File: config.mk
export PLATFORM = sky130hd
export DESIGN_NAME = abslc_link_cfg
export DESIGN_NICKNAME = d
export VERILOG_FILES = /design/src/design/abslc_pulse_meter.v /design/src/design/abslc_link_cfg.v
export VERILOG_INCLUDE_DIRS = /design/src /design/src/design
export SDC_FILE = /design/constraint.sdc
export NUM_CORES = 1
export LEC_CHECK = 0
export ABC_AREA = 1
export BUFFER_PORTS_ARGS = -buffer_cell sky130_fd_sc_hd__buf_2
export CAP_MARGIN = 0
export CORE_MARGIN = 5
export CORE_UTILIZATION = 33
export DETAILED_ROUTE_END_ITERATION = 8
export PLACE_DENSITY = 0.57
export SYNTH_ARGS = -nofsm -noshare
export SYNTH_HDL_FRONTEND = slang
export SYNTH_SLANG_ARGS = --single-unit
File: constraint.sdc
create_clock -name clk -period 4.8 [get_ports clk]
set_input_delay 0.96 -clock clk [delete_from_list [all_inputs] [get_ports clk]]
set_output_delay 0.96 -clock clk [all_outputs]
set_load 0.02 [all_outputs]
File: src/design/abslc_defines.vh
// constants for the autobaud serial link configuration block
`ifndef ABSLC_DEFINES_VH
`define ABSLC_DEFINES_VH

`define ABSLC_CLK_HZ          125000000
`define ABSLC_SETTLE_TIME_S   15
`define ABSLC_LED_SLOT_MS     250
`define ABSLC_SETTLE_CYCLES   (`ABSLC_SETTLE_TIME_S * `ABSLC_CLK_HZ)
`define ABSLC_LED_SLOT_CYCLES ((`ABSLC_LED_SLOT_MS * (`ABSLC_CLK_HZ / 1000)))

`define ABSLC_ADDR_MIN        8'h01
`define ABSLC_ADDR_MAX        8'h7F
`define ABSLC_DATA_BITS       3'h7
`define ABSLC_DIV_MIN         16'h0010
`define ABSLC_DIV_NONE        16'hFFFF
`define ABSLC_OID_PREFIX      22'h0186A0 // vendor prefix; the value is arbitrary
`define ABSLC_LED_INVALID     2'h1
`define ABSLC_LED_LEARN       2'h2
`define ABSLC_LED_NONE        2'h0

`endif

File: src/design/abslc_pulse_meter.v
// shortest line pulse meter used to learn the bit time
`include "abslc_defines.vh"

module abslc_pulse_meter (
	input  wire        clk,
	input  wire        rstn,
	input  wire        rx_s,
	input  wire        clear,
	input  wire        enable,
	output reg  [15:0] min_width_q
);

	reg        prev_q;
	reg [15:0] cnt_q;

	// the shortest pulse seen on the line is one bit time
	always @(posedge clk or negedge rstn) begin
		if (!rstn) begin
			prev_q      <= 1'b1;
			cnt_q       <= 16'hFFFF;
			min_width_q <= `ABSLC_DIV_NONE;
		end else if (clear) begin
			// idle time before the first edge is not a bit, so start saturated
			prev_q      <= rx_s;
			cnt_q       <= 16'hFFFF;
			min_width_q <= `ABSLC_DIV_NONE;
		end else begin
			prev_q <= rx_s;
			if (rx_s != prev_q) begin
				cnt_q <= 16'h0001;
				// glitches below the floor are not taken as bits
				if (enable && cnt_q >= `ABSLC_DIV_MIN && cnt_q < min_width_q)
					min_width_q <= cnt_q;
			end else if (cnt_q != 16'hFFFF) begin
				cnt_q <= cnt_q + 16'h0001;
			end
		end
	end

endmodule

File: src/design/abslc_link_cfg.v
// autobaud serial link configuration front end
// Behaviour
// - characters are 8 data bits, no parity, one stop bit only
// - bit rate is learned from observed line traffic, not preset
// - power-up with valid address starts monitoring the line to learn rate
// - red indicator flashes twice then pauses while rate learning runs
// - requests may be ignored while learning; requester retries
// - learning ends, rate kept, after Who-Is or ReadProperty fully processed
// - learning restarts after every power cycle and station address change
// - default object id is vendor prefix plus station address, tracking changes
// - a network-written object id is stored and no longer tracks address
// - new max master and max info frames apply only after reset
// - only station addresses 1 to 127 are valid
// - new address applies after switches unchanged for 15 seconds
// - invalid address: red indicator flashes once, device stays off network
// - on address change, stop answering the old address at once
`include "abslc_defines.vh"

module abslc_link_cfg #(
	parameter SETTLE_CYCLES   = `ABSLC_SETTLE_CYCLES,
	parameter LED_SLOT_CYCLES = `ABSLC_LED_SLOT_CYCLES
) (
	input  wire        clk,
	input  wire        rstn,
	input  wire        rs485_rx,
	input  wire [7:0]  station_address_switch_bank,
	input  wire        req_done,
	input  wire [7:0]  tx_data,
	input  wire        tx_valid,
	input  wire        oid_wr,
	input  wire [21:0] oid_wr_data,
	input  wire        nv_oid_fixed,
	input  wire [21:0] nv_oid,
	input  wire        max_master_wr,
	input  wire [6:0]  max_master_wr_data,
	input  wire        max_info_wr,
	input  wire [7:0]  max_info_wr_data,
	input  wire [6:0]  nv_max_master,
	input  wire [7:0]  nv_max_info,
	output reg  [7:0]  rx_data_q,
	output reg         rx_valid_q,
	output reg         rx_frame_err_q,
	output reg         tx_ready_q,
	output reg         rs485_tx_q,
	output reg         rs485_tx_en_q,
	output reg  [6:0]  station_addr_q,
	output reg         addr_valid_q,
	output reg         net_enable_q,
	output reg         learning_q,
	output reg         locked_q,
	output reg  [15:0] bit_div_q,
	output reg         red_led_q,
	output reg  [21:0] object_id_q,
	output reg         oid_fixed_q,
	output reg         oid_save_q,
	output reg  [6:0]  max_master_q,
	output reg  [7:0]  max_info_q,
	output reg  [6:0]  max_master_pend_q,
	output reg  [7:0]  max_info_pend_q,
	output reg         cfg_save_q
);

	localparam RX_IDLE  = 2'b00;
	localparam RX_START = 2'b01;
	localparam RX_DATA  = 2'b10;
	localparam RX_STOP  = 2'b11;

	function addr_ok;
		input [7:0] a;
		begin
			addr_ok = (a >= `ABSLC_ADDR_MIN) && (a <= `ABSLC_ADDR_MAX);
		end
	endfunction

	////////////////////////////////////////////////////////////////////////////
	// pin synchronisers

	reg        rx_m_q;
	reg        rx_s_q;
	reg [7:0]  sw_m_q;
	reg [7:0]  sw_s_q;

	always @(posedge clk or negedge rstn) begin
		if (!rstn) begin
			rx_m_q <= 1'b1;
			rx_s_q <= 1'b1;
			sw_m_q <= 8'h00;
			sw_s_q <= 8'h00;
		end else begin
			rx_m_q <= rs485_rx;
			rx_s_q <= rx_m_q;
			sw_m_q <= station_address_switch_bank;
			sw_s_q <= sw_m_q;
		end
	end

	////////////////////////////////////////////////////////////////////////////
	// station address settle and learning control

	reg [1:0]  boot_q;
	reg [7:0]  sw_last_q;
	reg [30:0] settle_q;
	reg        settle_busy_q;
	reg        restart_q;
	wire [15:0] meas_w;
	wire [15:0] div_w  = locked_q ? bit_div_q : meas_w;
	wire        div_ok = (div_w >= `ABSLC_DIV_MIN) && (div_w != `ABSLC_DIV_NONE);

	abslc_pulse_meter u_meter (
		.clk         (clk),
		.rstn        (rstn),
		.rx_s        (rx_s_q),
		.clear       (restart_q),
		.enable      (learning_q),
		.min_width_q (meas_w)
	);

	always @(posedge clk or negedge rstn) begin
		if (!rstn) begin
			boot_q         <= 2'h0;
			sw_last_q      <= 8'h00;
			settle_q       <= 31'h00000000;
			settle_busy_q  <= 1'b0;
			restart_q      <= 1'b0;
			station_addr_q <= 7'h00;
			addr_valid_q   <= 1'b0;
			net_enable_q   <= 1'b0;
			learning_q     <= 1'b0;
			locked_q       <= 1'b0;
			bit_div_q      <= `ABSLC_DIV_NONE;
		end else begin
			restart_q <= 1'b0;
			if (boot_q != 2'h3) begin
				// wait for the switch synchroniser to fill, then apply at once
				boot_q <= boot_q + 2'h1;
				if (boot_q == 2'h2) begin
					sw_last_q      <= sw_s_q;
					station_addr_q <= sw_s_q[6:0];
					addr_valid_q   <= addr_ok(sw_s_q);
					net_enable_q   <= addr_ok(sw_s_q);
					learning_q     <= addr_ok(sw_s_q);
					restart_q      <= 1'b1;
				end
			end else if (sw_s_q != sw_last_q) begin
				// any movement drops the old address immediately
				sw_last_q     <= sw_s_q;
				settle_q      <= 31'h00000000;
				settle_busy_q <= 1'b1;
				net_enable_q  <= 1'b0;
			end else if (settle_busy_q) begin
				if (settle_q == SETTLE_CYCLES[30:0] - 31'h1) begin
					settle_busy_q  <= 1'b0;
					station_addr_q <= sw_s_q[6:0];
					addr_valid_q   <= addr_ok(sw_s_q);
					net_enable_q   <= addr_ok(sw_s_q);
					learning_q     <= addr_ok(sw_s_q);
					locked_q       <= 1'b0;
					bit_div_q      <= `ABSLC_DIV_NONE;
					restart_q      <= 1'b1;
				end else begin
					settle_q <= settle_q + 31'h1;
				end
			end else if (learning_q && req_done && div_ok) begin
				// the processed request proves the measured rate
				learning_q <= 1'b0;
				locked_q   <= 1'b1;
				bit_div_q  <= meas_w;
			end
		end
	end

	////////////////////////////////////////////////////////////////////////////
	// receiver, 8N1, sampling at mid bit

	reg [1:0]  rx_st_q;
	reg [15:0] rx_cnt_q;
	reg [2:0]  rx_bit_q;
	reg [7:0]  rx_sh_q;

	always @(posedge clk or negedge rstn) begin
		if (!rstn) begin
			rx_st_q        <= RX_IDLE;
			rx_cnt_q       <= 16'h0000;
			rx_bit_q       <= 3'h0;
			rx_sh_q        <= 8'h00;
			rx_data_q      <= 8'h00;
			rx_valid_q     <= 1'b0;
			rx_frame_err_q <= 1'b0;
		end else begin
			rx_valid_q     <= 1'b0;
			rx_frame_err_q <= 1'b0;
			case (rx_st_q)
			RX_IDLE: begin
				// a provisional rate may misframe, so early requests can be lost
				if (!rx_s_q && div_ok && !restart_q) begin
					rx_st_q  <= RX_START;
					rx_cnt_q <= {1'b0, div_w[15:1]};
				end
			end
			RX_START: begin
				if (rx_cnt_q != 16'h0000) begin
					rx_cnt_q <= rx_cnt_q - 16'h0001;
				end else if (!rx_s_q) begin
					rx_st_q  <= RX_DATA;
					rx_cnt_q <= div_w - 16'h0001;
					rx_bit_q <= 3'h0;
				end else begin
					rx_st_q <= RX_IDLE;
				end
			end
			RX_DATA: begin
				if (rx_cnt_q != 16'h0000) begin
					rx_cnt_q <= rx_cnt_q - 16'h0001;
				end else begin
					rx_sh_q  <= {rx_s_q, rx_sh_q[7:1]};
					rx_cnt_q <= div_w - 16'h0001;
					rx_bit_q <= rx_bit_q + 3'h1;
					// no parity bit follows the eighth data bit
					if (rx_bit_q == `ABSLC_DATA_BITS)
						rx_st_q <= RX_STOP;
				end
			end
			default: begin
				if (rx_cnt_q != 16'h0000) begin
					rx_cnt_q <= rx_cnt_q - 16'h0001;
				end else begin
					rx_st_q        <= RX_IDLE;
					rx_data_q      <= rx_sh_q;
					rx_valid_q     <= rx_s_q;
					rx_frame_err_q <= ~rx_s_q;
				end
			end
			endcase
		end
	end

	////////////////////////////////////////////////////////////////////////////
	// transmitter: start, 8 data lsb first, one stop

	reg [9:0]  tx_sh_q;
	reg [15:0] tx_cnt_q;
	reg [3:0]  tx_nb_q;
	reg        tx_busy_q;

	always @(posedge clk or negedge rstn) begin
		if (!rstn) begin
			tx_sh_q       <= 10'h3FF;
			tx_cnt_q      <= 16'h0000;
			tx_nb_q       <= 4'h0;
			tx_busy_q     <= 1'b0;
			tx_ready_q    <= 1'b0;
			rs485_tx_q    <= 1'b1;
			rs485_tx_en_q <= 1'b0;
		end else begin
			if (tx_valid && tx_ready_q) begin
				tx_sh_q       <= {1'b1, tx_data, 1'b0};
				tx_cnt_q      <= div_w - 16'h0001;
				tx_nb_q       <= 4'h0;
				tx_busy_q     <= 1'b1;
				tx_ready_q    <= 1'b0;
				rs485_tx_en_q <= 1'b1;
				rs485_tx_q    <= 1'b0;
			end else if (tx_busy_q) begin
				if (tx_cnt_q != 16'h0000) begin
					tx_cnt_q <= tx_cnt_q - 16'h0001;
				end else if (tx_nb_q == 4'h9) begin
					tx_busy_q     <= 1'b0;
					rs485_tx_en_q <= 1'b0;
					rs485_tx_q    <= 1'b1;
				end else begin
					// divider reread from div_w every bit; fixed only once locked
					tx_cnt_q   <= div_w - 16'h0001;
					tx_nb_q    <= tx_nb_q + 4'h1;
					tx_sh_q    <= {1'b1, tx_sh_q[9:1]};
					rs485_tx_q <= tx_sh_q[1];
				end
			end else begin
				// no answers off the network or without a usable rate
				tx_ready_q <= net_enable_q & div_ok;
			end
		end
	end

	////////////////////////////////////////////////////////////////////////////
	// red indicator: eight slots, flashes on even slots

	reg [31:0] slot_cnt_q;
	reg [2:0]  slot_q;
	reg [1:0]  nflash_d;

	always @* begin
		nflash_d = `ABSLC_LED_NONE;
		if (!addr_valid_q)
			nflash_d = `ABSLC_LED_INVALID;
		else if (learning_q)
			nflash_d = `ABSLC_LED_LEARN;
	end

	always @(posedge clk or negedge rstn) begin
		if (!rstn) begin
			slot_cnt_q <= 32'h00000000;
			slot_q     <= 3'h0;
			red_led_q  <= 1'b0;
		end else begin
			if (slot_cnt_q == LED_SLOT_CYCLES[31:0] - 32'h1) begin
				slot_cnt_q <= 32'h00000000;
				slot_q     <= slot_q + 3'h1;
			end else begin
				slot_cnt_q <= slot_cnt_q + 32'h1;
			end
			red_led_q <= ~slot_q[0] && ({1'b0, slot_q[2:1]} < {1'b0, nflash_d});
		end
	end

	////////////////////////////////////////////////////////////////////////////
	// object identifier and token limits

	always @(posedge clk or negedge rstn) begin
		if (!rstn) begin
			object_id_q       <= 22'h000000;
			oid_fixed_q       <= 1'b0;
			oid_save_q        <= 1'b0;
			max_master_q      <= 7'h00;
			max_info_q        <= 8'h00;
			max_master_pend_q <= 7'h00;
			max_info_pend_q   <= 8'h00;
			cfg_save_q        <= 1'b0;
		end else begin
			oid_save_q <= 1'b0;
			cfg_save_q <= 1'b0;
			if (boot_q == 2'h0) begin
				// stored settings only take effect here, after a reset
				oid_fixed_q       <= nv_oid_fixed;
				object_id_q       <= nv_oid;
				max_master_q      <= nv_max_master;
				max_info_q        <= nv_max_info;
				max_master_pend_q <= nv_max_master;
				max_info_pend_q   <= nv_max_info;
			end else if (oid_wr) begin
				oid_fixed_q <= 1'b1;
				object_id_q <= oid_wr_data;
				oid_save_q  <= 1'b1;
			end else if (!oid_fixed_q) begin
				object_id_q <= `ABSLC_OID_PREFIX + {15'h0000, station_addr_q};
			end
			if (boot_q != 2'h0 && max_master_wr) begin
				max_master_pend_q <= max_master_wr_data;
				cfg_save_q        <= 1'b1;
			end
			if (boot_q != 2'h0 && max_info_wr) begin
				max_info_pend_q <= max_info_wr_data;
				cfg_save_q      <= 1'b1;
			end
		end
	end

endmodule

# Word-level counts from Yosys, hierarchy flattened
# Index checks and enable logic that the tools add are counted.
word_totals:
  out_inout_bits: 96
  in_bits: 99
  register_bits: 285
  word_cells: 256
classes:
  muxes: 106
  bitwise_logic: 7
  magnitude_cmp: 6
  n_reduce_logical: 54
  add_sub_neg: 11
  n_eq_ne: 29
op_table:
  columns: ["op", "n"]
  rows:
  - ["$mux W16", 19]
  - ["$mux W31", 3]
  - ["$mux W22", 3]
  - ["$mux W7", 7]
  - ["$pmux W16 S3", 1]
  - ["$sub A16 B1 Y16 const B", 3]
  - ["$mux W1", 46]
  - ["$mux W10", 4]
  - ["$mux W8", 5]
  - ["$add A32 B1 Y32 const B", 1]
  - ["$eq A32 B25 Y1 const B", 1]
  - ["$ge A16 B5 Y1 const B", 2]
  - ["$mux W32", 1]
  - ["$ne A16 B16 Y1 const B", 2]
  - ["$reduce_bool A16 Y1", 2]
  - ["$add A31 B1 Y31 const B", 1]
  - ["$eq A31 B31 Y1 const B", 1]
  - ["$reduce_bool A2 Y1", 14]
  - ["$ne A2 B2 Y1 const B", 10]
  - ["$add A17 B7 Y18 const A", 1]
  - ["$add A16 B1 Y16 const B", 1]
  - ["$lt A16 B16 Y1", 1]
  - ["$mux W2", 8]
  - ["$mux W4", 4]
  - ["other kinds (31)", 72]

# Depth between registers and ports, before layout
# Gate-level depths: netlist (run 1).
depth:
  word_depth: 8
  ltp_mapped: 17
  depth_no_buf: 16

# Hierarchy
# Synthesis (run 1) repeated with hierarchy kept, for this count alone.
hier_totals:
  hier_cells: 2149
  hier_area_um2: 16010.4
modules_own_cells:
  columns: ["mod", "area_each_um2", "cells_per_inst", "seq_area_each_um2", "n_inst"]
  rows:
  - ["abslc_link_cfg", 13809.5, 1872, 6289.8, 1]
  - ["abslc_pulse_meter", 2200.9, 277, 867.1, 1]

# Least setup slack after synthesis (run 1)
# No wires, ideal clock.
synth_timing:
  path_kind: "input port to flip-flop"
  startpoint: "input port tx_valid"
  endpoint: "register tx_cnt_q[15]"
  arrival_ns: 2.023
  path_buffers: 2
  setup_ns: 0.126
  path_stages: 8
  required_ns: 4.674
  setup_slack_ns: 2.651
  cell_sequence: "nand2_1 -> inv_1 -> clkbuf_1 -> nor2_1 -> buf_2 -> nand3_1 -> nand3_1 -> o21ai_0"
synth_via:
  elab_chain_len: 3
  elab_cells_between_ends: 5
  classes_between: "eq/ne: 1; mux: 1; reduce/logical: 3"
synth_lines:
  columns: ["element", "line", "source"]
  rows:
  - ["start, declared", "abslc_link_cfg.v:29", "input wire tx_valid,"]
  - ["$logic_and A1 B1 Y1 (*)", "abslc_link_cfg.v:255", "if (tx_valid && tx_ready_q) begin"]
  - ["$ne A3 B3 Y1 (no line) or $reduce_bool A2 Y1 (tied branches)", null, null]
  - ["$reduce_and A2 Y1 (no line)", null, null]
  - ["end signal, assigned", "abslc_link_cfg.v:257", "tx_cnt_q <= div_w - 16'h0001;"]
  - ["end signal, assigned", "abslc_link_cfg.v:265", "tx_cnt_q <= tx_cnt_q - 16'h0001;"]
  - ["end signal, assigned", "abslc_link_cfg.v:272", "tx_cnt_q <= div_w - 16'h0001;"]
  - ["end, declared", "abslc_link_cfg.v:241", "reg [15:0] tx_cnt_q;"]
# Every way passes the cells marked *; elsewhere a longest branch is shown, timed or not.
# A chain may end at the register's enable or synchronous reset.

# Worst setup path after layout (run 1)
layout_timing:
  startpoint: "register tx_cnt_q[0]"
  endpoint: "register tx_nb_q[1]"
layout_via:
  elab_chain_len: 3
layout_lines:
  columns: ["element", "line", "source"]
  rows:
  - ["$reduce_bool A16 Y1", "abslc_link_cfg.v:264", "if (tx_cnt_q != 16'h0000) begin"]
  - ["$ne A2 B2 Y1 (no line)", null, null]
  - ["$reduce_and A3 Y1 (no line)", null, null]
  - ["end signal, assigned", "abslc_link_cfg.v:273", "tx_nb_q <= tx_nb_q + 4'h1;"]
  - ["end, declared", "abslc_link_cfg.v:242", "reg [3:0] tx_nb_q;"]
# Every way passes these cells.

==> impl_summary.md, run 1 <==
Final layout
Registers take approximately 0.0072 sq mm. Of the cells placed in the final design, the portion with a size suffix greater than 1 is 16.2%. The design area is about 0.019 sq mm. For this run, the post-layout net count is 2414. The signed area change from the synthesized netlist to the final layout is 17.9%. After filler insertion, the fill cell instance count of the layout stands at ~5000. The repair_antennas step left the layout with diodes totalling 0. The finished layout holds 2916 standard cells, fillers aside. The utilization after layout is around 39%.

The multi-input combinational cells in the finished layout cover a total of roughly 0.0075 sq mm.

Die
The die area is between 0.05 and 0.06 sq mm. From left edge to right edge, the die measures ~230 um. For this design the top-level I/O count stands at between 150 and 200. The number of cell rows is 80. The die boundary height is 228 um. The region available for standard cell placement spans 0.0474 sq mm.

The initial cell density of the core is between 30% and 40%.

Clocking
The clock passes through at most 3 buffers. The clock latency on the worst-skew pair is ~0.55 ns. The clock tree from TritonCTS is done. The number of gates resized after CTS was 0. After clock tree synthesis, the clock-pin slew on the worst setup and hold paths is roughly 0.06 ns. The number of buffers inserted for hold repair after clock tree synthesis is 0. The H-tree generated during clock tree synthesis spans 2 levels.

The clock net sink count is approximately 280. Counting the buffers created by CTS gives 35. CTS placed an instance of sky130_fd_sc_hd__clkbuf_16 at the clock tree root. The number of setup buffers added after CTS is 0.

Global route
The overflow left after global routing is 0. The via count of the first global-routing pass is between 10000 and 15000. The overall fraction of global-route tracks in use is between 10% and 20%. Entering global routing, the biggest net connects 91 pins. The wire length of the first global-routing pass is around 75000 um. The number of antenna violations at the first check in global routing came to 0.

STA
The smallest setup slack after layout is 1.65 ns. The final-layout worst hold slack is between 0.3 and 0.4 ns. The maximum clock skew at final layout is around 0.018 ns. Setup repair after global routing left no endpoint under its margin. In this run the tightest slew margin relative to its limit is between 30 and 40%.

Adding up every negative setup slack in the final design gives 0 ns. Of the available clock period, the critical path in the final layout requires approximately two thirds. The pin slew with the least headroom to its limit is just over 1 ns. The routed design could run at a clock period as short as approximately 3.2 ns. The number of slew-limit violations in the final report is 0. Setup violations remaining at the end of the flow were counted as 0.

Timing would allow up to around 320 MHz. The number of hold violations in the final report is 0.

Worst setup path
The critical path ends at tx_nb_q[1]$_DFFE_PN0P_. The signal arrival time at the worst endpoint is roughly 3.6 ns. In this run the critical register-to-register path is captured at tx_nb_q[1]$_DFFE_PN0P_.

The startpoint of the most critical setup path is tx_cnt_q[0]$_DFFE_PN0P_. The worst setup path is captured at a register. Counting cells, the worst reg-to-reg path comes to 9. The maximum fanout along the worst path is 23. STA classifies the critical path startpoint as a register. The worst register-to-register path begins at tx_cnt_q[0]$_DFFE_PN0P_. The worst setup path is of the reg2reg kind.

The endpoint required time on the critical path is between 5 and 6 ns. The flop-to-flop setup slack is roughly 1.6 ns.

Job
Across the run, the number of max-cap violations was 0.

Status
The run finished with clean final reports.

Logic synthesis
Averaged over all synthesized cells, the footprint is 7.55 sq um. The gate count of the mapped netlist is 2087. Yosys attributes the largest share of cell area to sky130_fd_sc_hd__dfrtp_1 35%, sky130_fd_sc_hd__nand2_1 15%, sky130_fd_sc_hd__dfstp_2 10%.

The largest family of logic cells by synthesized area is simple AND/OR/NAND/NOR gates. The most common cell in the synthesized netlist is sky130_fd_sc_hd__nand2_1. The number of nets in the synthesized netlist is about 2200.

The number of enable flip-flop cells after synthesis is 0. For this run, the leading register cell type out of synthesis is sky130_fd_sc_hd__dfrtp_1. Of the post-synthesis cell area, the dominant cell type holds 35.4%. The synthesized netlist devotes 8.74% of its cell area to compound gates. The XOR/XNOR share of the synthesized area is around 4.0%.

Synthesis inferred approximately 280 register bits. Of all flip-flops after synthesis, the portion carrying an async set or reset was 100%. The largest area contributor in the netlist is sky130_fd_sc_hd__dfrtp_1. The number of warning messages in the yosys log is 0. Of the total synthesized cell area, the portion taken by full adders, half adders and majority gates is under 10%. The unique cell type count in the Yosys netlist is slightly below 50. The sequential element share of the synthesized area is between 40% and 50%. In this run the cell area of the synthesized design comes to roughly 0.016 sq mm. Of the post-synthesis cell area, the part taken by muxes is 0.135%. By count the netlist is led by 618 x sky130_fd_sc_hd__nand2_1, 253 x sky130_fd_sc_hd__nor2_1, 223 x sky130_fd_sc_hd__dfrtp_1, 209 x sky130_fd_sc_hd__inv_1, 159 x sky130_fd_sc_hd__nand3_1. Of the total synthesized cell area, the portion taken by AND, OR, NAND and NOR gates is between 30% and 40%.

Placed design
After detailed placement, the design holds a cell count of between 2000 and 3000. The HPWL after detailed placement is around 34000 um. At the placement stage, the worst setup path has a slack of between 1.5 and 2 ns. After detailed placement, the total cell area comes to between 0.015 and 0.02 sq mm. During placement, the flow inserted port buffers numbering between 150 and 200. Routability-driven placement finished with a final weighted congestion of between 0.9 and 1.

Power
The power after layout is 7.23 mW. The worst-case IR drop observed on VDD is 0.198 mV. Summed over all cells, the static leakage comes to approximately 9 nW. The power per unit of standard cell area is between 300 and 400 mW/mm^2.

Route
In the detailed route, the total length drawn on met3 is a little under 3000 um. The post-detailed-route via-to-cell ratio is between 4 and 5. The wire length on met1 is 20200 um. The met2 routed wirelength is 21100 um.

The remaining antenna violation count is 0. The number of detailed-route iterations in the first pass is 5. The via count of the routed design is 14200. For this run, design rule violations remaining after detail routing come to 0. The DRC marker count from the first detailed-route iteration is about 1100. The top layer reached by signal wires is met4.

The final routed wire length divided by cell count is roughly 16 um. Wires add up to about 46000 um.

Min path
The min-delay analysis places its worst path in the category reg2reg.
-- power by group --
group | internal, mW | total [mW] | switching [mW]
Clock | 1.73 | 2.84 | 1.11
Combinational | 0.526 | 1.61 | 1.09
Sequential | 2.61 | 2.77 | 0.165
-- layout make-up --
cell class | count | area share, %
clock inverters | 11 | 0.957
multi-input cells | 1535 | 40.4
well taps | 615 | 4.14
repair buffers | 203 | 5.78
clock buffers | 51 | 5.79
flip-flops and latches | 283 | 38.5
inverters | 218 | 4.41
-- sequential cells by signal, summed over array words and instances (netlist names), 8 cells and up --
name and flops:
tx_sh_q 8, sw_last_q 8, slot_cnt_q 32, settle_q 31, bit_div_q 16, tx_cnt_q 16
u_meter.cnt_q 16, rx_cnt_q 16, object_id_q 22, max_info_pend_q 8, max_info_q 8, sw_s_q 8
rx_data_q 8, sw_m_q 8, u_meter.min_width_q 16, rx_sh_q 8
-- how the worst min path moves through the flow --
stage,start,end,slack (ns),depth (start not counted)
after floorplan,sw_m_q[0]$_DFF_PN0_,sw_s_q[0]$_DFF_PN0_,0.33,0
after global placement,sw_m_q[1]$_DFF_PN0_,sw_s_q[1]$_DFF_PN0_,0.33,0
after detailed placement,sw_m_q[3]$_DFF_PN0_,sw_s_q[3]$_DFF_PN0_,0.33,0
after CTS,sw_m_q[5]$_DFF_PN0_,sw_s_q[5]$_DFF_PN0_,0.35,0
after global routing,sw_m_q[5]$_DFF_PN0_,sw_s_q[5]$_DFF_PN0_,0.35,0
final,sw_m_q[5]$_DFF_PN0_,sw_s_q[5]$_DFF_PN0_,0.34,0
-- cells by family (layout without fill, tap and decap cells) --
group | count (synthesis) | count (layout)
multiplexers | 2 | 2
flip-flops | 283 | 283
AND/OR/NAND/NOR | 1176 | 1176
XOR/XNOR | 71 | 71
AO/OA/AOI/OAI | 247 | 247
buffers and inverters | 269 | 483
adder cells (fa/ha/maj) | 39 | 39
-- critical path: stages (launching register included) --
cell	delay, ns
sky130_fd_sc_hd__dfrtp_1	0.36
sky130_fd_sc_hd__inv_1	0.14
sky130_fd_sc_hd__ha_1	0.17
sky130_fd_sc_hd__nand4_1	0.12
sky130_fd_sc_hd__or2_1	0.24
sky130_fd_sc_hd__o21ai_2	0.74
sky130_fd_sc_hd__nand3_1	0.80
sky130_fd_sc_hd__inv_2	0.27
sky130_fd_sc_hd__nand2_1	0.09
sky130_fd_sc_hd__o21ai_1	0.14
-- metal layers --
layer / global-route usage (%) / vias up
met1: 22.7 / 6595
met2: 28.5 / 424
met5: 0 / -
met4: 5.35 / 0
met3: 3.79 / 82
li1: - / 7112
-- cell usage in the layout (no fill, tap or decap), types with 51 or more instances in the layout --
cell type and count:
sky130_fd_sc_hd__nor3_1 51, sky130_fd_sc_hd__dfstp_2 60, sky130_fd_sc_hd__a21oi_1 58, sky130_fd_sc_hd__inv_1 209, sky130_fd_sc_hd__xor2_1 56, sky130_fd_sc_hd__o21ai_0 113
sky130_fd_sc_hd__nand3_1 159, sky130_fd_sc_hd__buf_2 193, sky130_fd_sc_hd__nand2_1 618, sky130_fd_sc_hd__dfrtp_1 223, sky130_fd_sc_hd__nor2_1 253
Note: power is estimated with default switching activity, not from simulation.
==> inputs of run 2 (changes only) <==
==> constraint.sdc (replaced) <==
create_clock -name clk -period 3.3 [get_ports clk]
set_input_delay 0.66 -clock clk [delete_from_list [all_inputs] [get_ports clk]]
set_output_delay 0.66 -clock clk [all_outputs]
set_load 0.02 [all_outputs]
==> run 2 against run 1 <==
Against the previous run:
- worst setup slack got worse by 0.86 ns
- non-clock buffer count increased by 14
- cell count increased by 0.62%
- die area unchanged
- via count increased by 0.71%
- utilization about the same
- sequential power increased by 45%
- critical endpoint is now bit_div_q[13]$_DFFE_PN1P_
==> impl_summary.md, run 2 (synthesis results as in run 1) <==
Power
The switching power is 3.43 mW (was 2.36 mW). The combinational power share is 23.4% (was 22.3%). The internal power summed over all cells is 6.79 mW (was 4.86 mW). The highest ir drop seen on vdd is 0.357 mV (was 0.198 mV).

The clock network fraction of total power is 37.1% (was 39.3%). The power per unit of standard cell area came to 550 mW/mm^2 (was 389 mW/mm^2). The leakage power summed over all cells is 8.94 nW (was 8.90 nW). The switching share of power is 33.5% (was 32.7%).

The sequential share of power is 39.5% (was 38.3%).

Route
The number of design rule violations left after detail routing was 0 (unchanged). The DRC marker count from the first detailed-route iteration came to 960 (was 1111). The remaining antenna violation count is 0 (unchanged).

The final routed wirelength across all metal layers is 46300 um (was 45500 um). The number of detailed-route iterations in the first pass was 5 (unchanged). The via count of the routed design was 14300 (was 14200). The final routed wire length divided by cell count came to 15.8 um (was 15.6 um). The post-detailed-route via-to-cell ratio is 4.88 (was 4.87).

Final layout
The flip-flop count of the largest register, all copies and words added is 32 (unchanged). The most frequent standard cell in the layout excluding fill and tap cells is sky130_fd_sc_hd__nand2_1 (unchanged). The flip-flop and latch area is 0.00716 sq mm (unchanged). The fill cell instance count of the final layout was 4965 (was 4879).

The final net count is 2429 (was 2414). Commonest cells after routing, fill and taps aside: 618 x sky130_fd_sc_hd__nand2_1, 253 x sky130_fd_sc_hd__nor2_1, 223 x sky130_fd_sc_hd__dfrtp_1 (unchanged). The fraction of final layout cells with drive strength greater than 1 is 16.6% (was 16.2%). The number of antenna diodes was 0 (unchanged). The signed area change from the synthesized netlist to the final layout is 18.0% (was 17.9%).

The largest register by flop count is slot_cnt_q (unchanged). The multi-input combinational cell area is 0.00750 sq mm (unchanged). Largest registers: slot_cnt_q (32), settle_q (31), object_id_q (22) (unchanged).

Clocking
The H-tree level count is 2 (unchanged). The maximum number of buffers from clock root to sink is 3 (unchanged). The post-CTS setup repair buffer count came to 0 (unchanged). The clock transition at the register clock pins on the worst setup and hold paths after CTS is 0.05 ns (was 0.06 ns). The clock net sink count is 283 (unchanged).

The number of buffers inserted for hold repair after clock tree synthesis was 0 (unchanged). The number of buffers created by CTS is 36 (was 35). The clock latency on the worst-skew pair is 0.56 ns (was 0.55 ns). The root buffer selected by CTS is sky130_fd_sc_hd__clkbuf_16 (unchanged). The count of instances resized after the clock tree is built is 0 (unchanged).

The clock tree from TritonCTS is done (unchanged).

Placed design
The HPWL after detailed placement is 35200 um (was 34300 um). The number of port buffers is 194 (unchanged). The routability congestion estimate from global placement is 0.920 (was 0.972).

Global route
The number of antenna violations at the first check in global routing is 0 (unchanged). The overall fraction of global-route tracks in use is 17.5% (was 17.2%). The overflow left after global routing is 0 (unchanged). The via count of the first global-routing pass is 14500 (was 14300). The largest net degree at the start of global routing is 81 (was 91). The wire length of the first global-routing pass is 76100 um (was 75100 um).

Worst setup path
Critical path cell sequence: inv_2 -> nand2_1 -> nand2_1 -> inv_1 -> ha_1 -> inv_1 -> nor2_1 -> nand2_1 -> nor2_2 -> nand2_2 -> nand3_2 -> nand2_2 -> nand3_4 -> o21ai_1 (was inv_1 -> ha_1 -> nand4_1 -> or2_1 -> o21ai_2 -> nand3_1 -> inv_2 -> nand2_1 -> o21ai_1). The signal arrival time at the worst endpoint came to 2.98 ns (was 3.62 ns). The element type at the critical path start is a register (unchanged). The worst-path cell with the longest stage delay is sky130_fd_sc_hd__dfrtp_1 (was sky130_fd_sc_hd__nand3_1). The delay of the slowest critical-path stage came to 0.49 ns (was 0.80 ns). The cell occurring most often along the worst timing path is sky130_fd_sc_hd__nand2_1. The category of the critical setup timing path is reg2reg (unchanged). The maximum fanout along the worst path is 32 (was 23). The element type at the critical path end is a register (unchanged).

The endpoint required time on the critical path came to 3.77 ns (was 5.27 ns).

Die
The die area is 0.0522 sq mm (unchanged). The initial cell density of the core is 33.2% (unchanged). The number of cell rows is 80 (unchanged). The core outline area is 0.0474 sq mm (unchanged). The width of the chip came to 228 um (unchanged). The die boundary height came to 228 um (unchanged).

The number of primary I/O pins is 195 (unchanged).

STA
The number of hold violations in the final report is 0 (unchanged). The setup TNS is 0 ns (unchanged). The achievable clock frequency came to 398 MHz (was 317 MHz). The share of the cycle needed by the critical path after routing is 76.2% (was 65.7%). RSZ-0062 raised after global routing: no (unchanged). The final count of negative-setup-slack endpoints is 0 (unchanged). The final-layout worst hold slack is 0.122 ns (was 0.343 ns). The maximum clock skew at final layout was 0.0151 ns (was 0.0180 ns). The tightest slew margin relative to the limit is 37.7% (was 32.3%). The minimum clock period is 2.51 ns (was 3.15 ns).

The number of slew-limit violations in the final report is 0 (unchanged). The pin slew with the least headroom to its limit is 0.922 ns (was 1.01 ns).

Job
The max-cap violation count is 0 (unchanged).

Min path
The type of the most critical hold path is in2async (was reg2reg).

Status
Status: finished, final reports clean (unchanged).
run 2: changes by cell type in the layout (fill, tap and decap cells not counted), moves of 2 or more:
cell,delta
sky130_fd_sc_hd__buf_4,+12
sky130_fd_sc_hd__clkinv_2,+8
sky130_fd_sc_hd__clkbuf_1,+7
sky130_fd_sc_hd__clkbuf_8,-6
sky130_fd_sc_hd__bufinv_16,-3
sky130_fd_sc_hd__clkinvlp_4,-3
sky130_fd_sc_hd__buf_12,+2
run 2: routing by layer:
layer	track usage [%]	share of wire, %
met5	0	0
met3	3.89	6.5
met4	7.62	4.1
met2	28.1	45
met1	22.9	44
run 2: critical path: cells and delay by family (launching register included):
kind	cells	cell delay, ns
compound gates	1	0.25
fa+ha+maj	1	0.20
buf+inv	3	0.45
flops	1	0.49
simple gates	9	1.05
run 2: worst paths after layout:
path                                                     start                            end  slack (ns)  depth (start not counted)
worst max register to register            locked_q$_DFFE_PN0P_      bit_div_q[13]$_DFFE_PN1P_        0.79                         14
max in group asynchronous                                 rstn  u_meter.cnt_q[11]$_DFFE_PN1P_        2.32                          2
min in group clk                station_address_switch_bank[2]            sw_m_q[2]$_DFF_PN0_        0.21                          1
worst max-delay path                      locked_q$_DFFE_PN0P_      bit_div_q[13]$_DFFE_PN1P_        0.79                         14
worst min-delay path                                      rstn      rs485_tx_en_q$_DFFE_PN0P_        0.12                          1
worst min register to register             sw_m_q[1]$_DFF_PN0_            sw_s_q[1]$_DFF_PN0_        0.34                          0
run 2: power by group through the flow:
stage	Combinational, mW	Clock (mW)	Sequential (mW)
floorplan	1.59	0	4.10
global placement	2.36	0	4.08
detailed placement	2.38	0	4.08
CTS	2.38	3.92	4.03
global route	2.72	4.02	4.07
finish	2.39	3.79	4.03
run 2: area by class of cell:
type | count | share of cell area (%)
Multi-Input combinational cell | 1535 | 40.3
Sequential cell | 283 | 38.5
Timing Repair Buffer | 217 | 6.48
Clock buffer | 53 | 5.62
Inverter | 218 | 4.40
Tap cell | 615 | 4.14
Clock inverter | 13 | 0.525
run 2: metrics by stage:
stage               instance area (sq um)  power (mW)  util (%)  setup WS (ns)  cells
floorplan                           15800        5.69         -           1.19   2087
global placement                    17400        6.44      36.8          0.856   2868
detailed placement                  17400        6.46      36.8          0.792   2868
CTS                                 18600        10.3      39.2          0.770   2934
global route                        18600        10.8      39.2          0.423   2934
finish                              18600        10.2      39.2          0.787   2934
==> inputs of run 3 (changes only) <==
==> constraint.sdc (replaced) <==
create_clock -name clk -period 2.46 [get_ports clk]
set_input_delay 0.492 -clock clk [delete_from_list [all_inputs] [get_ports clk]]
set_output_delay 0.492 -clock clk [all_outputs]
set_load 0.02 [all_outputs]
==> run 3 against run 2 <==
Against the previous run:
- routed wire length increased by 2.1%
- cell count increased by 0.78%
- clock-buffer cell count decreased by 1
- sequential power increased by 34%
- critical path type unchanged
- largest cell class unchanged
==> impl_summary.md, run 3 (synthesis results as in run 1) <==
STA
The achievable clock frequency is 448 MHz (was 398 MHz). The setup TNS is 0 ns (unchanged). RSZ-0062 raised after global routing: no (unchanged). The number of slew-limit violations in the final report is 0 (unchanged).

The smallest setup slack after layout was 0.228 ns (was 0.787 ns). The tightest slew margin relative to the limit is 54.3% (was 37.7%). The pin slew with the least headroom to its limit is 0.679 ns (was 0.922 ns). The number of hold violations in the final report is 0 (unchanged).

The final-layout worst hold slack came to 0.0403 ns (was 0.122 ns). The share of the cycle needed by the critical path after routing was 90.7% (was 76.2%). The final count of negative-setup-slack endpoints is 0 (unchanged). The minimum clock period is 2.23 ns (was 2.51 ns). The maximum clock skew at final layout is 0.0213 ns (was 0.0151 ns).

Worst setup path
The endpoint required time on the critical path came to 2.94 ns (was 3.77 ns). The flop-to-flop setup slack came to 0.23 ns (was 0.79 ns). The element type at the critical path start is a register (unchanged). The signal arrival time at the worst endpoint is 2.71 ns (was 2.98 ns). The element type at the critical path end is a register (unchanged).

The category of the critical setup timing path is reg2reg (unchanged). The maximum fanout along the worst path is 17 (was 32).

Final layout
The signed area change from the synthesized netlist to the final layout was 20.0% (was 18.0%). The multi-input combinational cell area is 0.00753 sq mm (was 0.00750 sq mm). The fill cell instance count of the final layout is 4959 (was 4965). The utilization after layout was 39.8% (was 39.2%). The final net count is 2453 (was 2429).

The most frequent standard cell in the layout excluding fill and tap cells is sky130_fd_sc_hd__nand2_1 (unchanged). The flip-flop count of the largest register, all copies and words added came to 32 (unchanged). Commonest cells after routing, fill and taps aside: 618 x sky130_fd_sc_hd__nand2_1, 251 x sky130_fd_sc_hd__nor2_1, 223 x sky130_fd_sc_hd__dfrtp_1 (was 618 x sky130_fd_sc_hd__nand2_1, 253 x sky130_fd_sc_hd__nor2_1, 223 x sky130_fd_sc_hd__dfrtp_1). Largest registers: slot_cnt_q (32), settle_q (31), object_id_q (22) (unchanged).

The filler-free cell count of the finished design is 2957 (was 2934). The largest register by flop count is slot_cnt_q (unchanged). The flip-flop and latch area came to 0.00716 sq mm (unchanged). The fraction of final layout cells with drive strength greater than 1 was 17.4% (was 16.6%).

The design area is 0.0189 sq mm (was 0.0186 sq mm).

Route
The number of design rule violations left after detail routing is 0 (unchanged). The final routed wirelength across all metal layers is 47200 um (was 46300 um). The via count of the routed design came to 14500 (was 14300). The remaining antenna violation count is 0 (unchanged).

The final routed wire length divided by cell count was 16.0 um (was 15.8 um). The post-detailed-route via-to-cell ratio is 4.91 (was 4.88). The DRC marker count from the first detailed-route iteration is 982 (was 960). The number of detailed-route iterations in the first pass is 6 (was 5).

Die
The die boundary height is 228 um (unchanged). The initial cell density of the core is 33.2% (unchanged). The number of primary I/O pins was 195 (unchanged). The die area is 0.0522 sq mm (unchanged). The width of the chip is 228 um (unchanged). The number of cell rows is 80 (unchanged). The core outline area is 0.0474 sq mm (unchanged).

Clocking
The clock net sink count was 283 (unchanged). The clock tree from TritonCTS is done (unchanged). The root buffer selected by CTS is sky130_fd_sc_hd__clkbuf_16 (unchanged). The clock transition at the register clock pins on the worst setup and hold paths after CTS came to 0.06 ns (was 0.05 ns). The H-tree level count is 2 (unchanged). The number of buffers created by CTS came to 36 (unchanged). The clock latency on the worst-skew pair is 0.56 ns (about the same). The maximum number of buffers from clock root to sink came to 3 (unchanged).

Global route
The wire length of the first global-routing pass is 77100 um (was 76100 um). The number of antenna violations at the first check in global routing is 0 (unchanged). The overall fraction of global-route tracks in use is 17.8% (was 17.5%). The via count of the first global-routing pass was 14600 (was 14500).

The largest net degree at the start of global routing is 66 (was 81). The overflow left after global routing came to 0 (unchanged).

Placed design
The worst-case setup slack after placement is 0.0804 ns (was 0.792 ns). The cell count after placement came to 2889 (was 2868). The instance area at placement came to 0.0176 sq mm (was 0.0174 sq mm).

The HPWL after detailed placement is 35700 um (was 35200 um). The routability congestion estimate from global placement came to 0.959 (was 0.920). The number of port buffers is 194 (unchanged).

Power
The power after layout is 14.1 mW (was 10.2 mW). The switching share of power is 33.2% (was 33.5%). The highest ir drop seen on vdd is 0.373 mV (was 0.357 mV). The switching power is 4.69 mW (was 3.43 mW).

The clock network fraction of total power came to 38.2% (was 37.1%). The sequential share of power is 38.4% (was 39.5%). The power per unit of standard cell area is 747 mW/mm^2 (was 550 mW/mm^2). The internal power summed over all cells is 9.44 mW (was 6.79 mW). The combinational power share was 23.5% (was 23.4%). The leakage power summed over all cells came to 9.11 nW (was 8.94 nW).

Status
Status: finished, final reports clean (unchanged).

Job
The max-cap violation count came to 0 (unchanged).

Min path
The type of the most critical hold path was in2reg (was in2async).
run 3: changes by cell type in the layout (fill, tap and decap cells not counted), sizes merged:
cell / previous run / this run
buf: 217 / 239
bufinv: 0 / 2
clkbuf: 53 / 52
clkinv: 13 / 11
clkinvlp: 1 / 0
diode: 0 / 1
dlygate4sd3: 0 / 1
nand3: 163 / 164
run 3: power by group through the flow:
| stage | logic, mW | clock network (mW) | registers [mW] |
|---|---|---|---|
| floorplan | 2.14 | 0 | 5.50 |
| global route | 3.74 | 5.77 | 5.47 |
| global placement | 3.27 | 0 | 5.48 |
| CTS | 3.28 | 5.58 | 5.41 |
| detailed placement | 3.27 | 0 | 5.48 |
| finish | 3.31 | 5.39 | 5.42 |
run 3: repair_timing:
| item | in CTS | in global routing |
|---|---|---|
| setup buffers | 0 | 1 |
| setup endpoints to repair | 0 | 29 |
| resized for setup | 0 | 8 |
| hold endpoints to repair | 30 | 0 |
| hold buffers | 1 | 0 |
run 3: final timing paths:
kind / cells after the start / startpoint / to
worst min register to register: 0 / sw_m_q[4]$_DFF_PN0_ / sw_s_q[4]$_DFF_PN0_
worst min-delay path: 1 / rs485_rx / rx_m_q$_DFF_PN1_
worst max register to register: 12 / locked_q$_DFFE_PN0P_ / bit_div_q[14]$_DFFE_PN1P_
min in group asynchronous: 2 / rstn / rs485_tx_en_q$_DFFE_PN0P_
worst max-delay path: 12 / locked_q$_DFFE_PN0P_ / bit_div_q[14]$_DFFE_PN1P_
max in group asynchronous: 3 / rstn / u_meter.cnt_q[12]$_DFFE_PN1P_
run 3: worst max-delay path, cell delays in order (launching register included):
cell	delay [ns]
sky130_fd_sc_hd__dfrtp_1	0.48
sky130_fd_sc_hd__inv_2	0.12
sky130_fd_sc_hd__buf_4	0.22
sky130_fd_sc_hd__nand2_1	0.08
sky130_fd_sc_hd__nand2_1	0.15
sky130_fd_sc_hd__nand2_1	0.10
sky130_fd_sc_hd__nor2_2	0.16
sky130_fd_sc_hd__nand3_2	0.17
sky130_fd_sc_hd__nand3_2	0.14
sky130_fd_sc_hd__nand2_2	0.13
sky130_fd_sc_hd__nand3_4	0.21
sky130_fd_sc_hd__nand2_1	0.10
sky130_fd_sc_hd__o21ai_1	0.08
run 3: final cells by class:
| cell class | instances | share of cell area, % |
|---|---|---|
| antenna | 1 | 0.0132 |
| clock buffer | 52 | 5.69 |
| clock inverter | 12 | 0.735 |
| inverter | 218 | 4.33 |
| multi-input combinational | 1536 | 39.9 |
| sequential | 283 | 37.9 |
| tap | 615 | 4.07 |
| timing repair buffer | 240 | 7.43 |
run 3: metal layers:
layer  global-route usage (%)  share of wire, %  vias to the layer above
met5                        0                 0                        -
li1                         -                 -                     7189
met2                     28.7                45                      465
met3                     4.01               6.7                      104
met1                     23.1                44                     6771
met4                     7.37               4.2                        0
